File: config.mk
export PLATFORM = sky130hd
export DESIGN_NAME = relay_output_conditioner
export DESIGN_NICKNAME = d
export VERILOG_FILES = /design/src/relay_cond_pkg.sv /design/src/relay_output_conditioner.sv /design/src/relay_sync.sv /design/src/relay_channel.sv
export SDC_FILE = /design/constraint.sdc
export NUM_CORES = 1
export LEC_CHECK = 0
export BUFFER_PORTS_ARGS = -buffer_cell sky130_fd_sc_hd__buf_2
export CAP_MARGIN = 20
export CORE_MARGIN = 2
export CORE_UTILIZATION = 56
export CTS_CLUSTER_SIZE = 16
export DETAILED_ROUTE_END_ITERATION = 6
export GPL_ROUTABILITY_DRIVEN = 0
export PLACE_DENSITY = 0.85
export SETUP_SLACK_MARGIN = 0.5
export SLEW_MARGIN = 30
export SYNTH_ARGS = -nofsm -noshare
export SYNTH_HDL_FRONTEND = slang
export SYNTH_SLANG_ARGS = --single-unit
File: constraint.sdc
create_clock -name clk -period 15.95 [get_ports clk]
set_clock_uncertainty 0.2 [all_clocks]
set_input_delay 0.7975 -clock clk [delete_from_list [all_inputs] [get_ports clk]]
set_output_delay 0.7975 -clock clk [all_outputs]
set_load 0.02 [all_outputs]
File: src/relay_cond_pkg.sv
// Purpose: Shared constants for the relay output conditioner
// Assumes: 200 MHz clock, AXI4-Lite register access
// Notes:   Times are held in units of 10 ms
package relay_cond_pkg;

  localparam int NUM_RELAYS = 5;
  localparam int CLK_HZ     = 200_000_000;
  localparam int TICK_MS    = 10;
  localparam int TICK_CYCLES = CLK_HZ / 1000 * TICK_MS;
  localparam int TIME_MAX_TICKS = 30000;
  localparam int TIME_W     = 15;
  localparam logic [TIME_W-1:0] HOLD_RESET = 15'h0000;
  localparam logic [TIME_W-1:0] OFFD_RESET = 15'h0000;

  typedef enum logic [1:0] {
    FORCE_NORMAL = 2'b00,
    FORCE_DEENERGIZED = 2'b01,
    FORCE_ENERGIZED = 2'b10
  } force_t;

  localparam logic [7:0] ADDR_CTRL   = 8'h00;
  localparam logic [7:0] ADDR_GROUP  = 8'h04;
  localparam logic [7:0] ADDR_STATUS = 8'h08;
  localparam logic [7:0] ADDR_ACK    = 8'h0c;
  localparam logic [7:0] ADDR_HOLD0  = 8'h10;
  localparam logic [7:0] ADDR_OFFD0  = 8'h30;

  localparam int CTRL_FORCE_LSB = 0;
  localparam int CTRL_LATCH_LSB = 16;
  localparam int CTRL_CCP_LSB   = 24;
  localparam logic [NUM_RELAYS-1:0] LATCH_RESET = 5'h1f;
  localparam logic [NUM_RELAYS-1:0] CCP_RESET   = 5'h00;
  localparam logic [1:0] RESP_OKAY   = 2'b00;
  localparam logic [1:0] RESP_SLVERR = 2'b10;

endpackage

File: src/relay_output_conditioner.sv
// Function
// - Each relay has force select: normal, forced energized, forced de-energized.
// - A new coil state is kept at least the hold time, 0 to 300 s, unless forced.
// - Latch option, default on, keeps a picked-up relay picked up.
// - Per-relay acknowledge input clears only that relay's latch.
// - Per-relay acknowledge is ignored while latching is disabled.
// - Group force setting, when not normal, overrides per-relay force.
// - Acknowledge works only after drive is gone and hold expired.
// - Common acknowledge, external or remote, clears all relays at once.
//
// Purpose: Conditions drive of five output relays, AXI4-Lite settings
// Assumes: Drive and ack pins are asynchronous; 200 MHz clock
// Notes:   Times in 10 ms units; writes above 30000 saturate
`timescale 1ns/1ps
module relay_output_conditioner
  import relay_cond_pkg::*;
#(
  parameter int TICK_DIV = TICK_CYCLES
) (
  input  wire logic                  clk,
  input  wire logic                  rstn,
  input  wire logic [NUM_RELAYS-1:0] relay_drive,
  input  wire logic [NUM_RELAYS-1:0] relay_ack,
  input  wire logic                  ext_ack,
  input  wire logic [7:0]            s_axi_awaddr,
  input  wire logic                  s_axi_awvalid,
  output logic                       s_axi_awready,
  input  wire logic [31:0]           s_axi_wdata,
  input  wire logic [3:0]            s_axi_wstrb,
  input  wire logic                  s_axi_wvalid,
  output logic                       s_axi_wready,
  output logic [1:0]                 s_axi_bresp,
  output logic                       s_axi_bvalid,
  input  wire logic                  s_axi_bready,
  input  wire logic [7:0]            s_axi_araddr,
  input  wire logic                  s_axi_arvalid,
  output logic                       s_axi_arready,
  output logic [31:0]                s_axi_rdata,
  output logic [1:0]                 s_axi_rresp,
  output logic                       s_axi_rvalid,
  input  wire logic                  s_axi_rready,
  output logic [NUM_RELAYS-1:0]      relay_coil
);
  import relay_cond_pkg::*;

  logic                    rst_meta;
  logic                    rst_n;
  logic [NUM_RELAYS:0]     pins_sync;
  logic [NUM_RELAYS-1:0]   drive_s;
  logic [NUM_RELAYS-1:0]   ack_s;
  logic                    ext_ack_s;
  logic [NUM_RELAYS-1:0]   ack_eff;
  logic [NUM_RELAYS-1:0]   coil_int;
  logic [NUM_RELAYS-1:0]   active;
  logic [NUM_RELAYS-1:0]   latched;
  force_t                  force_sel [NUM_RELAYS];
  force_t                  force_eff [NUM_RELAYS];
  force_t                  group_force;
  logic [NUM_RELAYS-1:0]   latch_en;
  logic [NUM_RELAYS-1:0]   closed_circuit;
  logic [TIME_W-1:0]       hold_time [NUM_RELAYS];
  logic [TIME_W-1:0]       off_delay [NUM_RELAYS];
  logic                    remote_ack;
  logic [31:0]             tick_cnt;
  logic                    tick;
  logic                    aw_held;
  logic                    w_held;
  logic [7:0]              aw_addr;
  logic [31:0]             w_data;
  logic [3:0]              w_strb;
  logic                    wr_go;
  logic                    wr_hit;

  // Two-stage reset release
  always_ff @(posedge clk or negedge rstn) begin
    if (!rstn) begin
      rst_meta <= 1'b0;
      rst_n    <= 1'b0;
    end else begin
      rst_meta <= 1'b1;
      rst_n    <= rst_meta;
    end
  end

  relay_sync #(.WIDTH(NUM_RELAYS + 1)) u_sync_drive (
    .clk   (clk),
    .rst_n (rst_n),
    .din   ({ext_ack, relay_drive}),
    .dout  (pins_sync)
  );
  relay_sync #(.WIDTH(NUM_RELAYS)) u_sync_ack (
    .clk   (clk),
    .rst_n (rst_n),
    .din   (relay_ack),
    .dout  (ack_s)
  );
  assign drive_s   = pins_sync[NUM_RELAYS-1:0];
  assign ext_ack_s = pins_sync[NUM_RELAYS];

  // 10 ms time base
  always_ff @(posedge clk or negedge rst_n) begin
    if (!rst_n) begin
      tick_cnt <= '0;
      tick     <= 1'b0;
    end else if (tick_cnt >= 32'(TICK_DIV - 1)) begin
      tick_cnt <= '0;
      tick     <= 1'b1;
    end else begin
      tick_cnt <= tick_cnt + 32'd1;
      tick     <= 1'b0;
    end
  end

  // Common ack reaches every relay
  assign ack_eff = ack_s | {NUM_RELAYS{ext_ack_s | remote_ack}};

  function automatic force_t merge_force(input force_t grp, input force_t own);
    merge_force = (grp != FORCE_NORMAL) ? grp : own;
  endfunction

  function automatic logic [TIME_W-1:0] sat_time(input logic [31:0] v);
    sat_time = (v > 32'(TIME_MAX_TICKS)) ? TIME_W'(TIME_MAX_TICKS) : v[TIME_W-1:0];
  endfunction

  // Word index of a register within a five-entry table
  function automatic logic [2:0] slot_index(input logic [7:0] a, input logic [7:0] base);
    slot_index = 3'((a - base) >> 2);
  endfunction

  function automatic force_t to_force(input logic [1:0] v);
    to_force = (v == 2'b11) ? FORCE_NORMAL : force_t'(v);
  endfunction

  generate
    for (genvar i = 0; i < NUM_RELAYS; i++) begin : g_relay
      assign force_eff[i] = merge_force(group_force, force_sel[i]);
      relay_channel u_ch (
        .clk            (clk),
        .rst_n          (rst_n),
        .tick           (tick),
        .drive          (drive_s[i]),
        .ack            (ack_eff[i]),
        .latch_en       (latch_en[i]),
        .closed_circuit (closed_circuit[i]),
        .force_sel      (force_eff[i]),
        .hold_time      (hold_time[i]),
        .off_delay      (off_delay[i]),
        .active         (active[i]),
        .latched        (latched[i]),
        .coil           (coil_int[i])
      );
    end
  endgenerate

  always_ff @(posedge clk or negedge rst_n) begin
    if (!rst_n) begin
      relay_coil <= '0;
    end else begin
      relay_coil <= coil_int;
    end
  end

  // Write channel: address and data taken in either order
  assign wr_go  = aw_held && w_held && !s_axi_bvalid;
  assign wr_hit = (aw_addr == ADDR_CTRL) || (aw_addr == ADDR_GROUP) ||
                  (aw_addr == ADDR_ACK) ||
                  (aw_addr >= ADDR_HOLD0 && aw_addr < ADDR_HOLD0 + 8'h14) ||
                  (aw_addr >= ADDR_OFFD0 && aw_addr < ADDR_OFFD0 + 8'h14);

  always_ff @(posedge clk or negedge rst_n) begin
    if (!rst_n) begin
      aw_held       <= 1'b0;
      w_held        <= 1'b0;
      aw_addr       <= '0;
      w_data        <= '0;
      w_strb        <= '0;
      s_axi_awready <= 1'b0;
      s_axi_wready  <= 1'b0;
      s_axi_bvalid  <= 1'b0;
      s_axi_bresp   <= RESP_OKAY;
    end else begin
      s_axi_awready <= 1'b0;
      s_axi_wready  <= 1'b0;
      if (!aw_held && s_axi_awvalid && !s_axi_awready) begin
        s_axi_awready <= 1'b1;
      end
      if (s_axi_awvalid && s_axi_awready) begin
        aw_held <= 1'b1;
        aw_addr <= {s_axi_awaddr[7:2], 2'b00};
      end
      if (!w_held && s_axi_wvalid && !s_axi_wready) begin
        s_axi_wready <= 1'b1;
      end
      if (s_axi_wvalid && s_axi_wready) begin
        w_held <= 1'b1;
        w_data <= s_axi_wdata;
        w_strb <= s_axi_wstrb;
      end
      if (wr_go) begin
        aw_held      <= 1'b0;
        w_held       <= 1'b0;
        s_axi_bvalid <= 1'b1;
        s_axi_bresp  <= wr_hit ? RESP_OKAY : RESP_SLVERR;
      end else if (s_axi_bvalid && s_axi_bready) begin
        s_axi_bvalid <= 1'b0;
      end
    end
  end

  // Settings registers; full-word writes expected, strobe lane 0 gates all
  always_ff @(posedge clk or negedge rst_n) begin
    if (!rst_n) begin
      group_force    <= FORCE_NORMAL;
      latch_en       <= LATCH_RESET;
      closed_circuit <= CCP_RESET;
      remote_ack     <= 1'b0;
      for (int i = 0; i < NUM_RELAYS; i++) begin
        force_sel[i] <= FORCE_NORMAL;
        hold_time[i] <= HOLD_RESET;
        off_delay[i] <= OFFD_RESET;
      end
    end else begin
      remote_ack <= 1'b0;
      if (wr_go && w_strb[0]) begin
        if (aw_addr == ADDR_CTRL) begin
          for (int i = 0; i < NUM_RELAYS; i++) begin
            force_sel[i] <= to_force(w_data[CTRL_FORCE_LSB + 2*i +: 2]);
          end
          latch_en       <= w_data[CTRL_LATCH_LSB +: NUM_RELAYS];
          closed_circuit <= w_data[CTRL_CCP_LSB +: NUM_RELAYS];
        end
        if (aw_addr == ADDR_GROUP) begin
          group_force <= to_force(w_data[1:0]);
        end
        if (aw_addr == ADDR_ACK) begin
          remote_ack <= w_data[0];
        end
        for (int i = 0; i < NUM_RELAYS; i++) begin
          if (aw_addr == ADDR_HOLD0 + 8'(4*i)) begin
            hold_time[i] <= sat_time(w_data);
          end
          if (aw_addr == ADDR_OFFD0 + 8'(4*i)) begin
            off_delay[i] <= sat_time(w_data);
          end
        end
      end
    end
  end

  // Read channel, one cycle to rvalid
  always_ff @(posedge clk or negedge rst_n) begin
    if (!rst_n) begin
      s_axi_arready <= 1'b0;
      s_axi_rvalid  <= 1'b0;
      s_axi_rdata   <= '0;
      s_axi_rresp   <= RESP_OKAY;
    end else begin
      s_axi_arready <= 1'b0;
      if (s_axi_arvalid && !s_axi_arready && !s_axi_rvalid) begin
        s_axi_arready <= 1'b1;
      end
      if (s_axi_arvalid && s_axi_arready) begin
        s_axi_rvalid <= 1'b1;
        s_axi_rresp  <= RESP_OKAY;
        s_axi_rdata  <= '0;
        unique case ({s_axi_araddr[7:2], 2'b00})
          ADDR_CTRL: begin
            for (int i = 0; i < NUM_RELAYS; i++) begin
              s_axi_rdata[CTRL_FORCE_LSB + 2*i +: 2] <= force_sel[i];
            end
            s_axi_rdata[CTRL_LATCH_LSB +: NUM_RELAYS] <= latch_en;
            s_axi_rdata[CTRL_CCP_LSB +: NUM_RELAYS]   <= closed_circuit;
          end
          ADDR_GROUP:  s_axi_rdata[1:0] <= group_force;
          ADDR_STATUS: s_axi_rdata <= {17'h0, latched, active, coil_int};
          ADDR_ACK:    s_axi_rdata <= '0;
          default: begin
            if (s_axi_araddr >= ADDR_HOLD0 && s_axi_araddr < ADDR_HOLD0 + 8'h14) begin
              s_axi_rdata[TIME_W-1:0] <= hold_time[slot_index(s_axi_araddr, ADDR_HOLD0)];
            end else if (s_axi_araddr >= ADDR_OFFD0 && s_axi_araddr < ADDR_OFFD0 + 8'h14) begin
              s_axi_rdata[TIME_W-1:0] <= off_delay[slot_index(s_axi_araddr, ADDR_OFFD0)];
            end else begin
              s_axi_rresp <= RESP_SLVERR;
            end
          end
        endcase
      end else if (s_axi_rvalid && s_axi_rready) begin
        s_axi_rvalid <= 1'b0;
      end
    end
  end

  a_group_wins: assert property (@(posedge clk) disable iff (!rst_n)
    (group_force != FORCE_NORMAL) |-> (force_eff[0] == group_force))
    else $error("group force did not override relay force");
  a_remote_ack: assert property (@(posedge clk) disable iff (!rst_n)
    (remote_ack && latched[0] && latch_en[0] && !drive_s[0] &&
     g_relay[0].u_ch.hold_cnt == '0) |=> !latched[0])
    else $error("common ack did not clear a releasable latch");
  a_group_drive: assert property (@(posedge clk) disable iff (!rst_n)
    (group_force == FORCE_ENERGIZED) [*3] |-> (relay_coil == '1))
    else $error("group energized force did not reach all coils");
endmodule

File: src/relay_sync.sv
// Purpose: Three-stage synchroniser for pin inputs
// Assumes: Inputs asynchronous to clk
// Notes:   Output changes when stages two and three agree
`timescale 1ns/1ps
module relay_sync #(
  parameter int WIDTH = 1
) (
  input  wire logic             clk,
  input  wire logic             rst_n,
  input  wire logic [WIDTH-1:0] din,
  output logic      [WIDTH-1:0] dout
);
  logic [WIDTH-1:0] s1;
  logic [WIDTH-1:0] s2;
  logic [WIDTH-1:0] s3;

  always_ff @(posedge clk or negedge rst_n) begin
    if (!rst_n) begin
      s1   <= '0;
      s2   <= '0;
      s3   <= '0;
      dout <= '0;
    end else begin
      s1 <= din;
      s2 <= s1;
      s3 <= s2;
      for (int i = 0; i < WIDTH; i++) begin
        if (s2[i] == s3[i]) begin
          dout[i] <= s3[i];
        end
      end
    end
  end
endmodule

File: src/relay_channel.sv
// Purpose: One relay channel: latch, ack, off delay, hold, force
// Assumes: tick pulses once per 10 ms
// Notes:   Coil output is registered
`timescale 1ns/1ps
module relay_channel
  import relay_cond_pkg::*;
(
  input  wire logic              clk,
  input  wire logic              rst_n,
  input  wire logic              tick,
  input  wire logic              drive,
  input  wire logic              ack,
  input  wire logic              latch_en,
  input  wire logic              closed_circuit,
  input  wire force_t            force_sel,
  input  wire logic [TIME_W-1:0] hold_time,
  input  wire logic [TIME_W-1:0] off_delay,
  output logic                   active,
  output logic                   latched,
  output logic                   coil
);
  logic [TIME_W-1:0] hold_cnt;
  logic [TIME_W-1:0] off_cnt;
  logic              want;
  logic              next_coil;

  // Latch holds pickup; ack only once drive gone and hold expired
  always_ff @(posedge clk or negedge rst_n) begin
    if (!rst_n) begin
      latched <= 1'b0;
    end else if (drive && latch_en) begin
      latched <= 1'b1;
    end else if (ack && latch_en && !drive && hold_cnt == '0) begin
      latched <= 1'b0;
    end
  end

  // Switch-off delay stretches the release
  always_ff @(posedge clk or negedge rst_n) begin
    if (!rst_n) begin
      off_cnt <= '0;
    end else if (drive || latched) begin
      off_cnt <= off_delay;
    end else if (tick && off_cnt != '0) begin
      off_cnt <= off_cnt - 1'b1;
    end
  end

  assign want = drive || latched || off_cnt != '0;

  always_comb begin
    unique case (force_sel)
      FORCE_ENERGIZED:   next_coil = 1'b1;
      FORCE_DEENERGIZED: next_coil = 1'b0;
      default:           next_coil = want ^ closed_circuit;
    endcase
  end

  // Hold time applies to normal operation only; forcing overrides it
  always_ff @(posedge clk or negedge rst_n) begin
    if (!rst_n) begin
      coil     <= 1'b0;
      active   <= 1'b0;
      hold_cnt <= '0;
    end else begin
      active <= want;
      if (next_coil != coil && (hold_cnt == '0 || force_sel != FORCE_NORMAL)) begin
        coil     <= next_coil;
        hold_cnt <= hold_time;
      end else if (tick && hold_cnt != '0) begin
        hold_cnt <= hold_cnt - 1'b1;
      end
    end
  end

  a_hold_keeps: assert property (@(posedge clk) disable iff (!rst_n)
    (hold_cnt != '0 && force_sel == FORCE_NORMAL) |=> $stable(coil))
    else $error("coil changed during hold time");
  a_force_on: assert property (@(posedge clk) disable iff (!rst_n)
    force_sel == FORCE_ENERGIZED [*2] |-> coil)
    else $error("forced energized relay is off");
  a_force_off: assert property (@(posedge clk) disable iff (!rst_n)
    force_sel == FORCE_DEENERGIZED [*2] |-> !coil)
    else $error("forced de-energized relay is on");
  a_latch_set: assert property (@(posedge clk) disable iff (!rst_n)
    (drive && latch_en) |=> latched)
    else $error("latch failed to set");
  a_ack_early: assert property (@(posedge clk) disable iff (!rst_n)
    (latched && (drive || hold_cnt != '0)) |=> latched)
    else $error("latch cleared too early");
  a_ack_unlatched: assert property (@(posedge clk) disable iff (!rst_n)
    (latched && !latch_en) |=> latched)
    else $error("ack acted with latch disabled");
endmodule

==> results of run 1 <==
## synthesized netlist by cell type (13+ instances only)
library cell	number	share of area
nor4_1	47	0.013
dfrtp_1	490	0.53
ha_1	26	0.014
o21ai_0	208	0.045
or4_1	22	0.0071
mux2i_1	46	0.020
or3_1	25	0.0067
xor2_1	61	0.023
mux4_2	20	0.019
clkbuf_1	82	0.013
xnor2_1	68	0.026
nor2_1	200	0.032
nor2b_1	13	0.0035
a21oi_1	121	0.026
nand2b_1	26	0.0070
nand4_1	22	0.0059
nor3b_1	13	0.0042
inv_1	43	0.0069
a22o_1	13	0.0049
a31oi_1	14	0.0038
nand2_1	277	0.045
mux2_2	112	0.054
nand3_1	49	0.011
nor3_1	56	0.012
## final cells by class
type / instances / share of cell area
Antenna cell: 1 / 0.0000963
Clock buffer: 65 / 0.0526
Clock inverter: 17 / 0.00824
Inverter: 43 / 0.00621
Multi-Input combinational cell: 1623 / 0.401
Sequential cell: 495 / 0.477
Tap cell: 532 / 0.0256
Timing Repair Buffer: 126 / 0.0294
## metrics by stage
stage	hold slack, ns	setup WS [ns]	utilization	std cells	instance area (um^2)
after floorplan	0.131	0.940	-	2263	23400
after global placement	0.132	12.25	0.593	2816	24300
after detailed placement	0.135	12.23	0.594	2816	24300
after CTS	0.0959	12.14	0.632	2899	25900
after global routing	0.101	12.10	0.635	2901	26000
final	0.0607	12.26	0.635	2902	26000
## worst paths after layout
path	endpoint	slack (ns)	start
worst max-delay path	hold_time[3]	12.26	s_axi_bvalid
worst min-delay path	tick_cnt[10]	0.06	rst_n
worst max register to register	hold_time[3]	12.26	s_axi_bvalid
worst min register to register	tick_cnt[10]	0.06	rst_n
max in group asynchronous	g_relay[2].u_ch.hold_cnt[4]	13.90	rst_n
min in group clk	u_sync_drive.s1[0]	0.11	relay_drive[0]
## report_power, final
part	internal, uW	switching, uW	total, uW
sequential	1570	369	1940
combinational	581	696	1280
clock	665	492	1160
total	2820	1560	4380
## metal layers
| metal | part of all wire | vias up |
|---|---|---|
| met5 | 0.00023 | - |
| met4 | 0.058 | 2 |
| met3 | 0.11 | 225 |
| met2 | 0.45 | 1073 |
| met1 | 0.37 | 9058 |
| li1 | - | 8074 |
## state kept, by name (all words and copies together), names as in the netlist, 6 cells and up
register and cells:
aw_addr 6, force_sel 10, g_relay.u_ch.hold_cnt 75, g_relay.u_ch.off_cnt 75, hold_time 75, off_delay 75, s_axi_rdata 25, tick_cnt 32
u_sync_drive.dout 6, u_sync_drive.s1 6, u_sync_drive.s2 6, u_sync_drive.s3 6, w_data 32
## kinds of logic (layout without fill, tap and decap cells)
| family | after synthesis | count (layout) | synth area share |
|---|---|---|---|
| adder cells (fa/ha/maj) | 37 | 37 | 0.0187 |
| other | 2 | 22 | 0.000323 |
| XOR/XNOR | 129 | 129 | 0.0485 |
| AND/OR/NAND/NOR | 810 | 810 | 0.166 |
| AO/OA/AOI/OAI | 438 | 438 | 0.108 |
| flip-flops | 495 | 495 | 0.532 |
| buffers and inverters | 145 | 251 | 0.0263 |
| multiplexers | 188 | 188 | 0.0997 |
## worst max-delay path: cells and delay by family (launching register included)
family	cells	cell delay, ns
flip-flops	1	0.41
AND/OR/NAND/NOR	4	2.72
AO/OA/AOI/OAI	1	0.26
==> flow_summary.rst, run 1 <==
.. list-table::
   :header-rows: 1

   * - Metric
     - Value
   * - Result of the run
     - completed
   * - Slew Viols, Final
     - 0
   * - Worst relative slew slack
     - 0.306
   * - Total design power
     - roughly 4400 uW
   * - Most congested layer reported by global routing
     - met2
   * - Number of enable flip-flop cells after synthesis
     - 0
   * - Number of nets in the final layout
     - 2434
   * - R2r worst-path depth
     - 5
   * - Worst EP required
     - 16.23 ns
   * - Met2 capacity usage during global routing
     - 0.462
   * - Most used cells in the layout excluding fill and tap cells
     - dfrtp_1, nand2_1, o21ai_0, nor2_1, a21oi_1
   * - GRT met1 Usage
     - 0.383
   * - Die span in x
     - just over 200 um
   * - Via count
     - 18400
   * - Number of global-route vias before repair
     - 18400
   * - Remaining design rule violation count
     - 0
   * - Power per cell area
     - 169 nW/um^2
   * - Total wire length
     - 65000 um
   * - Setup violation total in the final timing report
     - 0
   * - Total iterations of the first detailed-routing run
     - 6
   * - Highest ir drop seen on vdd
     - 0.139 mV
   * - CTS resizes
     - 0
   * - Critical path data arrival time
     - between 3 and 4 ns
   * - Crit share post-route
     - 0.232
   * - Total clock sinks
     - 495
   * - Detailed Route Iter0 Violations
     - 2064
   * - Chip height
     - 208 um
   * - Global routing met3 resource utilization
     - 0.0860
   * - Fillers
     - 3117
   * - Clk slew on worst S/H paths
     - 0.06 ns
   * - Clock root buffer
     - clkbuf_16
   * - Post-detailed-route via-to-cell ratio
     - about 6.4
   * - Effective utilization at floorplan
     - 0.569
   * - Sort of element at the start of the critical path
     - flip-flop
   * - Worst-skew pair later-pin latency
     - 0.59 ns
   * - Post-layout minimum cycle time
     - 3.69 ns
   * - Layout Area Growth over Synthesis
     - 11.6%
   * - Share of post-route cells with drive strength above 1
     - 0.159
   * - Standard-cell rows
     - 74
   * - Grt total ovfl
     - 0
   * - Class of the tightest hold or removal check
     - reg2async
   * - Multi-input gate area
     - 10400 um^2
   * - Area of the die
     - around 43000 um^2
   * - CTS H-tree lvls
     - 2
   * - Count of buffers from port buffering
     - 99
   * - Proportion of synthesized flip-flops having asynchronous set or reset
     - 1.00
   * - Static Leak
     - 0.0114 uW
   * - Dpl hpwl
     - 44500 um
   * - Critical setup path kind
     - reg2reg
   * - Flop and latch count out of synthesis
     - around 500
   * - CTS tree
     - built
   * - Post-route antenna net violation count
     - 0
   * - Final count of hold timing violations
     - 0
   * - Endpoint type of the worst setup path
     - flip-flop
   * - Routed wire length per instance
     - 22.4 um
   * - Critical path's slowest cell
     - nand4b_1
   * - Register area
     - between 10000 and 15000 um^2
   * - Cts-stage hold buffer count
     - 1
   * - Share of the yosys chip area belonging to registers
     - 0.532
   * - Clock Tree Buf Depth
     - 3
   * - Instance count of the mapped netlist
     - about 2200
   * - Buffer count from post-CTS setup fixing
     - 0
   * - Top flip-flop cell by instance count after synthesis
     - dfrtp_1
   * - Leading cell type in the layout, fill and taps excluded
     - dfrtp_1
   * - CTS Buf Count
     - 49
   * - Combined area of all synthesized cells
     - 23300 um^2
   * - Critical path's largest stage delay
     - 0.96 ns
   * - Unrepaired setup endpoints after global routing
     - no
   * - Number of placed I/O pins
     - ~120
   * - Total global-route track usage
     - 0.298
   * - Aggregate negative setup slack
     - 0 ns
   * - Syn avg cell area
     - roughly 10 um^2
   * - CP Cell Sequence
     - nand3b_1 -> nor3_1 -> nand4b_1 -> nand3b_1 -> o21ai_0
   * - Worst-path fanout max
     - 24
   * - Area of the core
     - 40900 um^2
   * - Yosys synthesis warning count
     - 0
   * - Maximum number of pins on one net before global-route repair
     - 193
   * - Slew at the pin closest to its max-slew limit
     - 1.04 ns
   * - Max-cap violations
     - 0
   * - Most frequent cell on the critical path
     - nand3b_1
   * - First-pass GRT wire length
     - 101000 um
   * - Distinct cell type count of the synthesized netlist
     - 83
   * - Achievable Freq
     - between 0.2 and 0.3 GHz
   * - Initial antenna violation count
     - 2
Note: power is estimated with default switching activity, not from simulation.
==> run 2, diff against run 1 <==
- CORE_UTILIZATION: 56 -> 60
- PLACE_DENSITY: 0.85 -> 0.86
- clock period: 15.95 -> 3.7 ns (I/O delays scaled with it)
==> flow_summary.rst, run 2 (synthesis results as in run 1) <==
.. list-table::
   :header-rows: 1

   * - Metric
     - Value
   * - Result of the run
     - finished, violations left (was completed)
   * - Failing checks
     - negative hold slack
   * - Remaining design rule violation count
     - 0 (unchanged)
   * - Endpoint type of the worst setup path
     - flip-flop (unchanged)
   * - Post-detailed-route via-to-cell ratio
     - 6.39 (was 6.35)
   * - Worst-case hold slack
     - -0.0278 ns (was 0.0607 ns)
   * - Most used cells in the layout excluding fill and tap cells
     - dfrtp_1, nand2_1, o21ai_0, nor2_1, a21oi_1 (unchanged)
   * - Standard-cell rows
     - 72 (was 74)
   * - Slew at the pin closest to its max-slew limit
     - 1.05 ns (was 1.04 ns)
   * - Worst-skew pair later-pin latency
     - 0.61 ns (was 0.59 ns)
   * - Initial antenna violation count
     - 3 (was 2)
   * - Setup violation total in the final timing report
     - 0 (unchanged)
   * - Unrepaired setup endpoints after global routing
     - no (unchanged)
   * - CTS tree
     - built (unchanged)
   * - Worst relative slew slack
     - 0.299 (was 0.306)
   * - Clock root buffer
     - clkbuf_16 (unchanged)
   * - Post-route antenna net violation count
     - 0 (unchanged)
   * - Post-layout minimum cycle time
     - 3.09 ns (was 3.69 ns)
   * - Worst-path fanout max
     - 15 (was 24)
   * - Total wire length
     - 70400 um (was 65000 um)
   * - CTS Buf Count
     - 51 (was 49)
   * - Highest ir drop seen on vdd
     - 0.538 mV (was 0.139 mV)
   * - Aggregate negative setup slack
     - 0 ns (unchanged)
   * - Crit share post-route
     - 0.836 (was 0.232)
   * - Sort of element at the start of the critical path
     - flip-flop (unchanged)
   * - Count of buffers from port buffering
     - 99 (unchanged)
   * - Number of global-route vias before repair
     - 19600 (was 18400)
   * - Area of the die
     - 40400 um^2 (was 43200 um^2)
   * - Post-route insts no fill
     - 3006 (was 2902)
   * - Die span in x
     - 201 um (was 208 um)
   * - Total global-route track usage
     - 0.351 (was 0.298)
   * - Number of placed I/O pins
     - 116 (unchanged)
   * - Max-cap violations
     - 0 (unchanged)
   * - Clock Tree Buf Depth
     - 3 (unchanged)
   * - Number of nets in the final layout
     - 2539 (was 2434)
   * - Share of post-route cells with drive strength above 1
     - 0.173 (was 0.159)
   * - Total iterations of the first detailed-routing run
     - 6 (unchanged)
   * - Fillers
     - 2522 (was 3117)
   * - Dpl hpwl
     - 46000 um (was 44500 um)
   * - Total clock sinks
     - 495 (unchanged)
   * - Area of the core
     - 38500 um^2 (was 40900 um^2)
   * - Class of the tightest hold or removal check
     - in2reg (was reg2async)
   * - Critical setup path kind
     - reg2reg (unchanged)
   * - Detailed Route Iter0 Violations
     - 2452 (was 2064)
   * - Power per cell area
     - 716 nW/um^2 (was 169 nW/um^2)
   * - Static Leak
     - 0.0120 uW (was 0.0114 uW)
   * - Layout Area Growth over Synthesis
     - 16.1% (was 11.6%)
   * - First-pass GRT wire length
     - 109000 um (was 101000 um)
   * - Maximum number of pins on one net before global-route repair
     - 65 (was 193)
   * - Number of placed cells counting well taps
     - 2848 (was 2816)
   * - Effective utilization at floorplan
     - 0.605 (was 0.569)
   * - Clk slew on worst S/H paths
     - 0.07 ns (was 0.06 ns)
   * - Leading cell type in the layout, fill and taps excluded
     - dfrtp_1 (unchanged)
   * - Worst EP required
     - 3.98 ns (was 16.23 ns)
   * - CTS H-tree lvls
     - 2 (unchanged)
   * - Achievable Freq
     - 0.323 GHz (was 0.271 GHz)
   * - Routed wire length per instance
     - 23.4 um (was 22.4 um)
   * - Final count of hold timing violations
     - 1 (was 0)
   * - Via count
     - 19200 (was 18400)
   * - Grt total ovfl
     - 0 (unchanged)
   * - Chip height
     - 201 um (was 208 um)
   * - Slew Viols, Final
     - 0 (unchanged)
   * - Critical path data arrival time
     - 3.38 ns (was 3.97 ns)
run 2: changes by cell type in the layout (fill, tap and decap cells not counted), sizes merged:
cell,before,now
buf,125,170
bufinv,4,2
clkinvlp,4,2
inv,46,45
clkinv,6,13
clkbuf,65,76
diode,1,3
dlygate4sd3,1,59
run 2: path summary, 6_finish.rpt:
kind	from	to	slack, ns	cells after the start
worst max-delay path	g_relay[1].u_ch.hold_cnt[10]	g_relay[1].u_ch.hold_cnt[0]	0.61	7
worst min-delay path	s_axi_araddr[6]	s_axi_rresp[1]	-0.03	4
worst max register to register	g_relay[1].u_ch.hold_cnt[10]	g_relay[1].u_ch.hold_cnt[0]	0.61	7
worst min register to register	rst_n	u_sync_ack.s3[3]	0.10	0
max in group asynchronous	rst_n	s_axi_rdata[12]	2.17	2
min in group asynchronous	rst_n	u_sync_ack.s3[3]	0.10	0
run 2: critical path: stages (launching register included):
cell and delay, ns:
dfrtp_1 0.43, nor4_1 0.63, nand4_1 0.60, nand2_1 0.28
o211ai_1 0.10, a21boi_1 0.16, buf_4 0.22, mux2_2 0.34
run 2: layer usage:
layer  global-route usage  wire length (um)
met5                    0                 9
met3               0.0989              8410
met1                0.434             25000
met2                0.553             32400
met4                0.208              4590
run 2: final cells by class:
cell class | count | area (um^2) | area share
clock buffer | 76 | 1510 | 0.0559
inverter | 43 | 161 | 0.00597
antenna | 3 | 7.51 | 0.000278
multi-input combinational | 1623 | 10400 | 0.384
sequential | 495 | 12400 | 0.459
tap | 518 | 648 | 0.0240
timing repair buffer | 229 | 1740 | 0.0645
clock inverter | 19 | 180 | 0.00667
run 2: through the flow:
step / setup WS, ns / cell area [um^2] / power, uW / util
detailed placement: 0.577 / 24700 / 13700 / 0.642
global placement: 0.639 / 24700 / 13300 / 0.641
CTS: 0.544 / 27000 / 19100 / 0.701
finish: 0.606 / 27000 / 19400 / 0.703
floorplan: -1.32 / 23400 / 12100 / -
global route: 0.559 / 27000 / 20300 / 0.703
run 2: power breakdown:
part           internal, uW  switching (uW)
Clock                  2970            2250
Sequential             6790            1630
Combinational          2590            3130
run 2: repair_timing:
| item | CTS | global route |
|---|---|---|
| setup buffers | 0 | 1 |
| resized for setup | 0 | 4 |
| hold endpoints to repair | 65 | 0 |
| hold buffers | 59 | 0 |
| setup endpoints to repair | 0 | 22 |
